--- config.mk ---
export PLATFORM = sky130hd
export DESIGN_NAME = ssbs_top
export DESIGN_NICKNAME = d
export VERILOG_FILES = /design/src/rtl/ssbs_pkg.sv /design/src/rtl/ssbs_reg_if.sv /design/src/rtl/ssbs_tick.sv /design/src/rtl/ssbs_ahb.sv /design/src/rtl/ssbs_top.sv
export SDC_FILE = /design/constraint.sdc
export NUM_CORES = 1
export LEC_CHECK = 0
export ABC_AREA = 1
export BUFFER_PORTS_ARGS = -buffer_cell sky130_fd_sc_hd__buf_4
export CAP_MARGIN = 10
export CORE_MARGIN = 4
export CORE_UTILIZATION = 40
export DETAILED_ROUTE_END_ITERATION = 8
export PLACE_DENSITY = 0.58
export SETUP_SLACK_MARGIN = 0.1
export SYNTH_ARGS = -nofsm -noshare
export SYNTH_HDL_FRONTEND = slang
export SYNTH_SLANG_ARGS = --single-unit
--- constraint.sdc ---
create_clock -name CLK -period 8.4 [get_ports CLK]
set_clock_uncertainty 0.05 [all_clocks]
set_input_delay 0.42 -clock CLK [delete_from_list [all_inputs] [get_ports CLK]]
set_output_delay 0.42 -clock CLK [all_outputs]
set_load 0.05 [all_outputs]
--- src/rtl/ssbs_pkg.sv ---
// constants and types shared by the status and brake sequencer files
package ssbs_pkg;
  // register indices; byte address is four times the index
  localparam logic [15:0] IDX_TOL = 16'h3359;
  localparam logic [15:0] IDX_ROT = 16'h335B;
  localparam logic [15:0] IDX_DEV = 16'h335C;
  localparam logic [15:0] IDX_ON_WAIT = 16'h335D;
  localparam logic [15:0] IDX_OFF_WAIT = 16'h335E;
  localparam logic [15:0] IDX_BRK_SPD = 16'h335F;
  localparam logic [15:0] IDX_BRK_WAIT = 16'h3360;
  localparam logic [15:0] IDX_IN_MAP = 16'h3361;
  localparam logic [15:0] IDX_CTRL = 16'h3370;
  localparam logic [15:0] IDX_STAT = 16'h3371;
  // reset values
  localparam logic [15:0] RST_TOL = 16'h000A;
  localparam logic [15:0] RST_ROT = 16'h0014;
  localparam logic [31:0] RST_DEV = 32'h0280_0000;
  localparam logic [15:0] RST_ON_WAIT = 16'h0000;
  localparam logic [15:0] RST_OFF_WAIT = 16'h0000;
  localparam logic [15:0] RST_BRK_SPD = 16'h0064;
  localparam logic [15:0] RST_BRK_WAIT = 16'h0032;
  localparam logic [15:0] RST_IN_MAP = 16'h3210;
  localparam logic RST_BRAKE_FN = 1'b1;
  // control and status field positions
  localparam int CTRL_BRAKE_FN = 0;
  localparam int CTRL_ALM_CLR = 1;
  localparam int CTRL_RESTART = 2;
  localparam int STAT_MATCH = 0;
  localparam int STAT_ROT = 1;
  localparam int STAT_ALM = 2;
  localparam int STAT_BRK = 3;
  localparam int STAT_EXC = 4;
  localparam int STAT_STATE = 8;
  // timing
  localparam int CLK_NS = 10;
  localparam int MS_NS = 1000000;
  localparam int MS_CYCLES = MS_NS / CLK_NS;
  localparam logic [31:0] UNIT_MS = 32'h0000_000A;
  localparam int N_TERM = 4;
  localparam int N_FUNC = 8;
  typedef enum logic [2:0] {
    SSBS_OFF = 3'b000,
    SSBS_PRE = 3'b001,
    SSBS_RUN = 3'b010,
    SSBS_COAST = 3'b011,
    SSBS_HOLD = 3'b100
  } ssbs_state_t;
endpackage

--- src/rtl/ssbs_reg_if.sv ---
// register access carrier between bus slave and register file
`timescale 1ns/1ps
interface ssbs_reg_if;
  logic wr;
  logic [15:0] widx;
  logic [31:0] wdata;
  logic [15:0] ridx;
  logic [31:0] rdata;
  modport slave (output wr, output widx, output wdata, output ridx,
    input rdata);
  modport regs (input wr, input widx, input wdata, input ridx,
    output rdata);
endinterface

--- src/rtl/ssbs_tick.sv ---
// millisecond enable pulse divider
`timescale 1ns/1ps
module ssbs_tick
#(
  parameter int unsigned DIV = ssbs_pkg::MS_CYCLES
)
(
  // clock and reset
  input wire logic clk,
  input wire logic rst_n,
  // one-cycle pulse every DIV cycles
  output logic tick
);
  import ssbs_pkg::*;
  typedef struct packed
  {
    logic [31:0] cnt;
    logic tick;
  } ssbs_tick_st_t;
  ssbs_tick_st_t s_r;
  ssbs_tick_st_t s_nxt;

  // refused at elaboration: a zero divider would never pulse
  if (DIV < 1)
    $error("divider must be at least one");

  always_comb
  begin
    s_nxt = s_r;
    s_nxt.tick = 1'b0;
    if (s_r.cnt >= DIV - 1)
    begin
      s_nxt.cnt = 32'h0;
      s_nxt.tick = 1'b1;
    end
    else
      s_nxt.cnt = s_r.cnt + 32'h1;
  end

  always_ff @(posedge clk or negedge rst_n)
  begin
    if (!rst_n)
      s_r <= '0;
    else
      s_r <= s_nxt;
  end

  assign tick = s_r.tick;
endmodule

--- src/rtl/ssbs_ahb.sv ---
// AHB-Lite slave front end, one wait state on reads
`timescale 1ns/1ps
module ssbs_ahb
(
  // clock and reset
  input wire logic clk,
  input wire logic rst_n,
  // AHB-Lite slave side
  input wire logic hsel,
  input wire logic [31:0] haddr,
  input wire logic [1:0] htrans,
  input wire logic hwrite,
  input wire logic [2:0] hsize,
  input wire logic [31:0] hwdata,
  input wire logic hready,
  output logic [31:0] hrdata,
  output logic hreadyout,
  output logic hresp,
  // register side
  ssbs_reg_if.slave rif
);
  import ssbs_pkg::*;
  typedef struct packed
  {
    logic wpend;
    logic rpend;
    logic [15:0] idx;
    logic [31:0] rdata;
  } ssbs_ahb_st_t;
  ssbs_ahb_st_t s_r;
  ssbs_ahb_st_t s_nxt;
  logic take;

  // only whole-word accesses reach the registers
  assign take = hsel && htrans[1] && hready && (hsize == 3'h2);

  always_comb
  begin
    s_nxt = s_r;
    s_nxt.wpend = 1'b0;
    if (s_r.rpend)
    begin
      s_nxt.rdata = rif.rdata;
      s_nxt.rpend = 1'b0;
    end
    if (take)
    begin
      s_nxt.idx = haddr[17:2];
      s_nxt.wpend = hwrite;
      s_nxt.rpend = !hwrite;
    end
  end

  always_ff @(posedge clk or negedge rst_n)
  begin
    if (!rst_n)
      s_r <= '0;
    else
      s_r <= s_nxt;
  end

  // the read is sampled a cycle late so a preceding write is seen
  assign rif.ridx = s_r.idx;
  assign rif.wr = s_r.wpend;
  assign rif.widx = s_r.idx;
  assign rif.wdata = hwdata;
  assign hrdata = s_r.rdata;
  assign hreadyout = !s_r.rpend;
  assign hresp = 1'b0;
endmodule

--- src/rtl/ssbs_top.sv ---
// servo status detection and holding brake sequencer
`timescale 1ns/1ps
module ssbs_top
#(
  parameter int unsigned MS_DIV = ssbs_pkg::MS_CYCLES
)
(
  // clock and reset
  input wire logic CLK,
  input wire logic RESET_N,
  // AHB-Lite register bus
  input wire logic HSEL,
  input wire logic [31:0] HADDR,
  input wire logic [1:0] HTRANS,
  input wire logic HWRITE,
  input wire logic [2:0] HSIZE,
  input wire logic [31:0] HWDATA,
  input wire logic HREADY,
  output logic [31:0] HRDATA,
  output logic HREADYOUT,
  output logic HRESP,
  // drive feedback, same clock
  input wire logic signed [15:0] SPEED_REF,
  input wire logic signed [15:0] SPEED_FB,
  input wire logic signed [31:0] POS_DEV,
  // pins
  input wire logic SERVO_ON_REQ,
  input wire logic [3:0] DIN,
  // status outputs
  output logic SPEED_MATCH_OUT,
  output logic ROTATION_DETECT_OUT,
  output logic DEV_OVERFLOW_ALARM,
  // brake and power stage
  output logic HOLDING_BRAKE_OUT,
  output logic MOTOR_EXCITE,
  // mapped input functions
  output logic [7:0] IN_FUNC
);
  import ssbs_pkg::*;
  typedef struct packed
  {
    logic [15:0] tol;
    logic [15:0] rot;
    logic [31:0] dev;
    logic [15:0] on_w;
    logic [15:0] off_w;
    logic [15:0] bspd;
    logic [15:0] bwait;
    logic [15:0] map;
    logic [15:0] map_act;
    logic brake_fn;
    logic [4:0] sync1;
    logic [4:0] sync2;
    ssbs_state_t st;
    logic [31:0] tmr;
    logic match;
    logic rotd;
    logic alm;
    logic brk;
    logic exc;
    logic [7:0] func;
  } ssbs_st_t;
  ssbs_st_t s_r;
  ssbs_st_t s_nxt;
  ssbs_reg_if rif ();
  logic ms_tick;
  logic [16:0] fb_mag;
  logic [16:0] err_mag;
  logic [31:0] dev_mag;
  logic [15:0] on_abs;
  logic [31:0] off_lim;
  logic [31:0] bwait_lim;
  logic match_cond;
  logic rot_cond;
  logic alm_cond;
  logic servo_on;
  logic alm_clr;
  logic restart;
  logic [31:0] rd;

  function automatic logic [16:0] mag17(input logic [16:0] v);
    mag17 = v[16] ? 17'(-v) : v;
  endfunction

  ssbs_ahb u_ahb
  (
    .clk(CLK),
    .rst_n(RESET_N),
    .hsel(HSEL),
    .haddr(HADDR),
    .htrans(HTRANS),
    .hwrite(HWRITE),
    .hsize(HSIZE),
    .hwdata(HWDATA),
    .hready(HREADY),
    .hrdata(HRDATA),
    .hreadyout(HREADYOUT),
    .hresp(HRESP),
    .rif(rif)
  );

  ssbs_tick #(.DIV(MS_DIV)) u_tick
  (
    .clk(CLK),
    .rst_n(RESET_N),
    .tick(ms_tick)
  );

  // speeds as magnitudes so both directions behave alike
  assign fb_mag = mag17({SPEED_FB[15], SPEED_FB});
  assign err_mag = mag17(17'({SPEED_REF[15], SPEED_REF})
    - 17'({SPEED_FB[15], SPEED_FB}));
  assign dev_mag = POS_DEV[31] ? 32'(-POS_DEV) : POS_DEV;
  assign on_abs = s_r.on_w[15] ? 16'(-s_r.on_w) : s_r.on_w;
  assign off_lim = 32'({16'h0, s_r.off_w} * UNIT_MS);
  assign bwait_lim = 32'({16'h0, s_r.bwait} * UNIT_MS);
  // live register values feed the comparators
  assign match_cond = err_mag < {1'b0, s_r.tol};
  assign rot_cond = fb_mag > {1'b0, s_r.rot};
  assign alm_cond = dev_mag > s_r.dev;
  assign servo_on = s_r.sync2[4];
  assign alm_clr = rif.wr && rif.widx == IDX_CTRL
    && rif.wdata[CTRL_ALM_CLR];
  assign restart = rif.wr && rif.widx == IDX_CTRL
    && rif.wdata[CTRL_RESTART];

  always_comb
  begin
    unique case (rif.ridx)
      IDX_TOL: rd = {16'h0, s_r.tol};
      IDX_ROT: rd = {16'h0, s_r.rot};
      IDX_DEV: rd = s_r.dev;
      IDX_ON_WAIT: rd = {16'h0, s_r.on_w};
      IDX_OFF_WAIT: rd = {16'h0, s_r.off_w};
      IDX_BRK_SPD: rd = {16'h0, s_r.bspd};
      IDX_BRK_WAIT: rd = {16'h0, s_r.bwait};
      IDX_IN_MAP: rd = {16'h0, s_r.map};
      IDX_CTRL: rd = {31'h0, s_r.brake_fn};
      IDX_STAT: rd = {21'h0, s_r.st, 3'h0, s_r.exc, s_r.brk, s_r.alm,
        s_r.rotd, s_r.match};
      default: rd = 32'h0;
    endcase
  end
  assign rif.rdata = rd;

  always_comb
  begin
    s_nxt = s_r;
    s_nxt.sync1 = {SERVO_ON_REQ, DIN};
    s_nxt.sync2 = s_r.sync1;
    if (rif.wr)
    begin
      unique case (rif.widx)
        IDX_TOL: s_nxt.tol = rif.wdata[15:0];
        IDX_ROT: s_nxt.rot = rif.wdata[15:0];
        IDX_DEV: s_nxt.dev = rif.wdata;
        IDX_ON_WAIT: s_nxt.on_w = rif.wdata[15:0];
        IDX_OFF_WAIT: s_nxt.off_w = rif.wdata[15:0];
        IDX_BRK_SPD: s_nxt.bspd = rif.wdata[15:0];
        IDX_BRK_WAIT: s_nxt.bwait = rif.wdata[15:0];
        IDX_IN_MAP: s_nxt.map = rif.wdata[15:0];
        IDX_CTRL: s_nxt.brake_fn = rif.wdata[CTRL_BRAKE_FN];
        default: s_nxt.tol = s_r.tol;
      endcase
    end
    // a new map is only adopted at restart
    if (restart)
      s_nxt.map_act = s_r.map;
    s_nxt.match = match_cond;
    s_nxt.rotd = rot_cond;
    // set wins over a clear in the same cycle
    s_nxt.alm = alm_cond || (s_r.alm && !alm_clr);
    for (int f = 0; f < N_FUNC; f++)
    begin
      s_nxt.func[f] = 1'b0;
      for (int t = 0; t < N_TERM; t++)
        if (s_r.sync2[t] && s_r.map_act[4*t +: 3] == 3'(f))
          s_nxt.func[f] = 1'b1;
    end
    if (ms_tick)
      s_nxt.tmr = s_r.tmr + 32'h1;
    unique case (s_r.st)
      SSBS_OFF:
      begin
        s_nxt.tmr = 32'h0;
        s_nxt.brk = 1'b0;
        s_nxt.exc = 1'b0;
        if (servo_on)
        begin
          if (!s_r.brake_fn)
          begin
            s_nxt.exc = 1'b1;
            s_nxt.st = SSBS_RUN;
          end
          else if (!s_r.on_w[15] && s_r.on_w != 16'h0)
          begin
            s_nxt.brk = 1'b1;
            s_nxt.st = SSBS_PRE;
          end
          else if (s_r.on_w[15])
          begin
            s_nxt.exc = 1'b1;
            s_nxt.st = SSBS_PRE;
          end
          else
          begin
            s_nxt.brk = 1'b1;
            s_nxt.exc = 1'b1;
            s_nxt.st = SSBS_RUN;
          end
        end
      end
      SSBS_PRE:
      begin
        if (!servo_on)
        begin
          s_nxt.brk = 1'b0;
          s_nxt.exc = 1'b0;
          s_nxt.st = SSBS_OFF;
        end
        else if (s_r.tmr >= {16'h0, on_abs})
        begin
          s_nxt.brk = 1'b1;
          s_nxt.exc = 1'b1;
          s_nxt.st = SSBS_RUN;
        end
      end
      SSBS_RUN:
      begin
        s_nxt.tmr = 32'h0;
        if (!servo_on)
        begin
          if (!s_r.brake_fn)
          begin
            s_nxt.exc = 1'b0;
            s_nxt.brk = 1'b0;
            s_nxt.st = SSBS_OFF;
          end
          else if (!s_r.rotd)
          begin
            s_nxt.brk = 1'b0;
            s_nxt.st = SSBS_HOLD;
          end
          else
          begin
            s_nxt.exc = 1'b0;
            s_nxt.st = SSBS_COAST;
          end
        end
      end
      SSBS_HOLD:
      begin
        if (s_r.tmr >= off_lim)
        begin
          s_nxt.exc = 1'b0;
          s_nxt.st = SSBS_OFF;
        end
      end
      SSBS_COAST:
      begin
        // speed or elapsed time, whichever first
        if (fb_mag < {1'b0, s_r.bspd} || s_r.tmr > bwait_lim)
        begin
          s_nxt.brk = 1'b0;
          s_nxt.st = SSBS_OFF;
        end
      end
      default:
      begin
        s_nxt.brk = 1'b0;
        s_nxt.exc = 1'b0;
        s_nxt.st = SSBS_OFF;
      end
    endcase
  end

  always_ff @(posedge CLK or negedge RESET_N)
  begin
    if (!RESET_N)
    begin
      s_r <= '0;
      s_r.tol <= RST_TOL;
      s_r.rot <= RST_ROT;
      s_r.dev <= RST_DEV;
      s_r.on_w <= RST_ON_WAIT;
      s_r.off_w <= RST_OFF_WAIT;
      s_r.bspd <= RST_BRK_SPD;
      s_r.bwait <= RST_BRK_WAIT;
      s_r.map <= RST_IN_MAP;
      s_r.map_act <= RST_IN_MAP;
      s_r.brake_fn <= RST_BRAKE_FN;
      s_r.st <= SSBS_OFF;
    end
    else
      s_r <= s_nxt;
  end

  assign SPEED_MATCH_OUT = s_r.match;
  assign ROTATION_DETECT_OUT = s_r.rotd;
  assign DEV_OVERFLOW_ALARM = s_r.alm;
  assign HOLDING_BRAKE_OUT = s_r.brk;
  assign MOTOR_EXCITE = s_r.exc;
  assign IN_FUNC = s_r.func;
endmodule

---- Word level (Yosys, flattened, before mapping) ----
Index checks and enable logic that the tools add are counted.
word-level totals
  flip-flop bits (word level) ............. 301
  input bits .............................. 143
cells by class
  magnitude comparators ................... 8
  muxes and demuxes ....................... 70
  eq/ne operators ......................... 50
  reduce and logical (&&, ||, !) cells .... 66
  add/sub/neg operators ................... 7
  bitwise logic cells ..................... 2
  multipliers ............................. 2
operators with widths
  cell                                                   count
  case mux 32 bit (10 select lines)                      1
  == test 16 x 14 -> 1 bit, second input constant        10
  two-way mux 32 bit                                     4
  adder 32 x 1 -> 32 bit, second input constant          2
  == test 3 bit, second input constant                   17
  two-way mux 1 bit                                      42
  logical AND 1 bit                                      40
  multiplier 16 x 3 -> 19 bit, second input constant     2
  < comparator 17 x 16 -> 1 bit                          2
  two-way mux 17 bit                                     2
  negation 17 bit                                        2
  == test 3 x 2 -> 1 bit, second input constant          11
  >= comparator 32 x 16 -> 1 bit                         1
  >= comparator 32 x 17 -> 1 bit, second input constant  1
  >= comparator 32 x 20 -> 1 bit                         1
  greater-than comparator 32 x 20 -> 1 bit               1
  greater-than comparator 32 bit                         1
  negation 32 bit                                        1
  two-way mux 3 bit                                      8
  two-way mux 18 bit                                     1
  AND reduction 2 bit                                    9
  greater-than comparator 17 x 16 -> 1 bit               1
  subtractor 16 x 16 -> 17 bit                           1
  two-way mux 16 bit                                     1
  other kinds (15)                                       43

---- Logic depth before layout (Yosys ltp) ----
  depth in word-level cells ............... 6
  gate-level depth with buffers ........... 29

---- Modules after synthesis ----
From an unflattened synthesis, not the netlist that was laid out.
second synthesis, totals
  cell total of the unflattened synthesis .. 2876
  area total of the unflattened synthesis .. 21629.5 µm²
by module, submodules not included
  module     cells each  times used  area an instance (µm²)
  ssbs_top   2417        1           17559.3
  ssbs_ahb   311         1           2685.1
  ssbs_tick  148         1           1385.1

---- Worst setup path before layout ----
No wires, ideal clock.
  kind .................................... register -> register
  start point ............................. reg s_r[92] in the netlist's numbering
  end point ............................... reg s_r, in the netlist HOLDING_BRAKE_OUT
  stages on the path, launching flop included .. 24
  data arrival time ....................... 3.395 ns
  path buffers ............................ 0
  path slack .............................. 4.835 ns
  data required time ...................... 8.231 ns
  library setup time ...................... 0.119 ns
  cells stage by stage .................... dfstp_2 > ha_1 > ha_1 > fa_1 > nand3_1 > nand2_1 > a21oi_1 > o21ai_0 > a21boi_0 > xor2_1 > ha_1 > nand2_1 > nor2_1 > inv_1 > nor2_1 > nand2_1 > nand2_1 > nand2_1 > nand2_1 > nand2_1 > a31oi_1 > nand2_1 > nand2_1 > nand2_1
on the way
  cells in the longest elaborated chain, start to end .. 5
RTL lines
  element                                   RTL line         RTL
  start, declared                           ssbs_top.sv:63   ssbs_st_t s_r;
  start signal, assigned                    ssbs_top.sv:295  s_r <= s_nxt;
  multiplier 16 x 3 -> 19 bit               ssbs_top.sv:116  assign bwait_lim = 32'({16'h0, s_r.bwait} * UNIT_MS);
  greater-than comparator 32 x 20 -> 1 bit  ssbs_top.sv:262  if (fb_mag < {1'b0, s_r.bspd} || s_r.tmr > bwait_lim)
  logical OR 1 bit                          ssbs_top.sv:262
  != test 2 bit (no source line)            --
  AND reduction 5 bit (no source line)      --
Every way passes these cells.
A chain may end at the register's enable or synchronous reset.

---- Final worst setup path ----
  start point ............................. reg s_r[126] in the netlist's numbering
  end point ............................... reg s_r[46] in the netlist's numbering
on the way
  cells in the longest elaborated chain, start to end .. 4
RTL lines
  element                               RTL line         RTL
  multiplier 16 x 3 -> 19 bit           ssbs_top.sv:115  assign off_lim = 32'({16'h0, s_r.off_w} * UNIT_MS);
  >= comparator 32 x 20 -> 1 bit        ssbs_top.sv:253  if (s_r.tmr >= off_lim)
  != test 2 bit (no source line)        --
  AND reduction 5 bit (no source line)  --
Every way passes these cells.

==> impl_metrics.json <==
{
  "tritoncts": "yes",
  "drt_pre_antenna_iters": 5,
  "max_slew_margin_pct": 27.2,
  "timing.hold.ws_ns": 0.0549,
  "cts_resized": 0,
  "rsz0062_at_grt": "false",
  "setup_viol": 0,
  "drtAntennaViolNets": 0,
  "synth_warnings": 0,
  "setup_ws_ns": 4.26,
  "num_rows": 83,
  "critPathRequiredTime_ns": 8.78,
  "cp_max_fo": 4,
  "io_buffers": 171,
  "seq_power_share_pct": 39.7,
  "leakage_nw": 12.9,
  "maxSlewViolCount": 0,
  "track_usage_pct": 22.0,
  "fp.dieW_um": 236,
  "viasPerCell": 5.17,
  "hp-class": "in2reg",
  "startpoint_type": "register",
  "post_cts_buffers": 0,
  "initial_core_util_pct": 40.4,
  "dpl.hpwl_um": 47900,
  "max_freq_ghz": 0.241,
  "r2r-end": "s_r[46]$_DFFE_PN0P_",
  "synth_edf_count": 0,
  "die-area_um2": 55500,
  "setup_tns_ns": 0,
  "reg2reg_depth": 19,
  "p_int_mw": 2.68,
  "status": "finished clean",
  "synthDistinctLibCells": 57,
  "worstPathArrival_ns": 4.52,
  "grt_pass1_vias": 18200,
  "switching_power_mw": 1.13,
  "fillerInstances": 5155,
  "core-area_um2": 51300,
  "syn_to_final_growth_pct": 14.4,
  "seq_area_frac_synth_pct": 36.1,
  "ys_seq_elements": 298,
  "dp_slack_ns": 4.31,
  "clkSlewWorstSetupHoldPaths_ns": 0.05,
  "place.gp.congestion": 0.898,
  "layout-drive-gt1-share_pct": 10.7,
  "place_area_um2": 22400,
  "r2r_slack_ns": 4.26,
  "dominantRegCellSynth": "dfrtp_1",
  "crit_type": "reg2reg",
  "fin_nets": 3208,
  "worstHoldStart": "HWDATA[28]",
  "drt_iter0_markers": 1419,
  "finalHoldViolations": 0,
  "clkPwrFrac_pct": 42.9,
  "maxCapViolations": 0,
  "post-route-util_pct": 46.1,
  "synthCells": 2721,
  "wl_per_cell_um": 17.4,
  "htreeDepth": 2,
  "dieHeight_um": 236,
  "vdd_drop_max_mv": 0.129,
  "syn_area_per_cell_um2": 7.61,
  "period_needed_ns": 4.14,
  "cts_buffers": 38,
  "cts.path.max_buffers": 3,
  "clock_latency_ns": 0.56,
  "root_buffer": "clkbuf_16",
  "rr_startpoint": "s_r[126]$_DFFE_PN0P_",
  "async_reset_ff_share_pct": 100,
  "synth_area_um2": 20700,
  "clock_sinks": 298,
  "tightest_slew_ns": 1.09,
  "hold_end": "s_r[183]$_DFFE_PN0P_",
  "critPathCaptureType": "register",
  "power_density_nw_per_um2": 161,
  "wl_um": 62100,
  "dr_total_vias": 18400,
  "min_path_cells": 3,
  "antenna_found_initial": 1,
  "fin_area_um2": 23700,
  "combPwrFrac_pct": 17.4,
  "overflow": 0,
  "grt_pass1_wl_um": 98500,
  "switching_share_pct": 29.7,
  "grt_max_degree": 162,
  "fin_crit_sh_pct": 49.3,
  "drc": 0,
  "io_pins": 190
}
final cells by class:
type | count | area (um2) | area share (%)
multi-input cells | 1966 | 11300 | 47.8
diodes | 1 | 2.50 | 0.0106
well taps | 680 | 851 | 3.59
inverters | 366 | 1370 | 5.80
clock buffers | 58 | 1110 | 4.68
repair buffers | 182 | 1400 | 5.93
clock inverters | 11 | 136 | 0.576
flip-flops and latches | 298 | 7480 | 31.6
routing by layer:
layer | routed length [um] | vias to the layer above | global-route usage [%]
met1 | 28000 | 8667 | 29.5
li1 | - | 9190 | -
met4 | 2080 | 0 | 7.49
met3 | 2830 | 113 | 2.62
met2 | 29100 | 452 | 37.0
met5 | 0 | - | 0
flip-flops by register name (all words and copies together) (netlist names), 5 cells and up:
signal,count
u_ahb.rif.ridx,16
u_tick.s_r,32
u_ahb.hrdata,32
IN_FUNC,8
s_r,197
s_nxt,5
through the flow:
stage / instances / power, mW
after floorplan: 2736 / 1.96
after global placement: 3485 / 2.19
after detailed placement: 3485 / 2.20
after CTS: 3561 / 3.86
after global routing: 3562 / 4.02
final: 3562 / 3.82
critical path, stage by stage, from the launching register on:
cell and delay, ns:
dfrtp_1 0.42, ha_1 0.31, ha_1 0.25, fa_1 0.41
nand3_1 0.09, nand2_1 0.09, a21oi_1 0.27, o21ai_0 0.17
a21boi_0 0.30, o21ai_0 0.14, xor2_1 0.16, ha_1 0.19
a21oi_1 0.13, nor2_1 0.05, nor4_1 0.33, nand4_1 0.32
nand2_1 0.16, nor2_1 0.07, nand3_1 0.07, nand2_1 0.06
how the worst max path moves through the flow:
| stage | startpoint | end | slack (ns) | cells after the start |
|---|---|---|---|---|
| after floorplan | s_r[92]$_DFFE_PN1P_ | HOLDING_BRAKE_OUT$_DFFE_PN0P_ | 4.84 | 23 |
| after global placement | s_r[126]$_DFFE_PN0P_ | MOTOR_EXCITE$_DFFE_PN0P_ | 4.28 | 18 |
| after detailed placement | s_r[126]$_DFFE_PN0P_ | s_r[45]$_DFFE_PN0P_ | 4.31 | 19 |
| after CTS | s_r[126]$_DFFE_PN0P_ | s_r[46]$_DFFE_PN0P_ | 4.30 | 19 |
| after global routing | s_r[126]$_DFFE_PN0P_ | MOTOR_EXCITE$_DFFE_PN0P_ | 3.81 | 18 |
| final | s_r[126]$_DFFE_PN0P_ | s_r[46]$_DFFE_PN0P_ | 4.26 | 19 |
power by group through the flow:
stage	clock network [mW]	logic [mW]	registers, mW
floorplan	0	0.428	1.54
global placement	0	0.647	1.54
detailed placement	0	0.661	1.54
CTS	1.67	0.667	1.52
global route	1.73	0.762	1.52
finish	1.64	0.663	1.52
synthesized netlist by cell type, types with 13 or more instances:
cell      instances  area (um2)
nand2_1         627        2350
inv_1           357        1340
dfrtp_1         277        6930
nor2_1          224         841
o21ai_0         217        1090
ha_1            210        2630
a21oi_1         151         756
nand3_1         110         551
xor2_1           70         613
nor3_1           58         290
clkbuf_1         47         176
buf_4            43         323
nand4_1          41         257
xnor2_1          32         280
o22ai_1          31         194
dfstp_2          21         552
o31ai_1          19         143
nand2_2          16         100
o21ai_1          16        80.1
buf_2            14        70.1
nor4_1           13        81.3
logic make-up after synthesis:
family                     synth area share, %
AOI/OAI and AO/OA                         13.3
xor gates and xnor gates                  4.39
adders and majority gates                 13.0
buffers and inverters                     9.46
DFF                                       36.1
muxes                                    0.544
other                                   0.0181
and+or+nand+nor                           23.1
layout by cell type, fill, tap and decap left out, types with 5 or more instances in the layout:
cell / synthesis / routed
dfstp_2: 21 / 21
inv_2: 7 / 7
nor3_2: 7 / 7
dfrtp_1: 277 / 277
nand3_1: 110 / 110
o221ai_1: 9 / 9
o31ai_1: 19 / 19
a21oi_1: 151 / 151
clkbuf_16: 0 / 39
o21ai_0: 217 / 217
nor4_1: 13 / 13
a31oi_1: 6 / 6
nand3b_1: 9 / 9
clkbuf_1: 47 / 13
conb_1: 1 / 16
o22ai_1: 31 / 31
inv_1: 357 / 357
nor3b_1: 5 / 5
dlygate4sd3_1: 0 / 7
clkbuf_8: 0 / 6
nor2_1: 224 / 224
o21ai_1: 16 / 16
xnor2_1: 32 / 32
mux2_2: 10 / 10
or2_2: 5 / 5
nand2_1: 627 / 627
buf_4: 43 / 173
a21o_1: 9 / 9
nand2_2: 16 / 16
a211oi_1: 5 / 5
xor2_1: 70 / 70
o211ai_1: 5 / 5
nor3_1: 58 / 58
nand4_1: 41 / 41
ha_1: 210 / 210
nor2_2: 6 / 6
repair_timing:
item                                    4_1_cts  5_1_grt
hold buffers                                  7        0
endpoints found under the hold margin        65        0
endpoints found under the setup margin        0        0
Power figures use the tool's default switching activity.
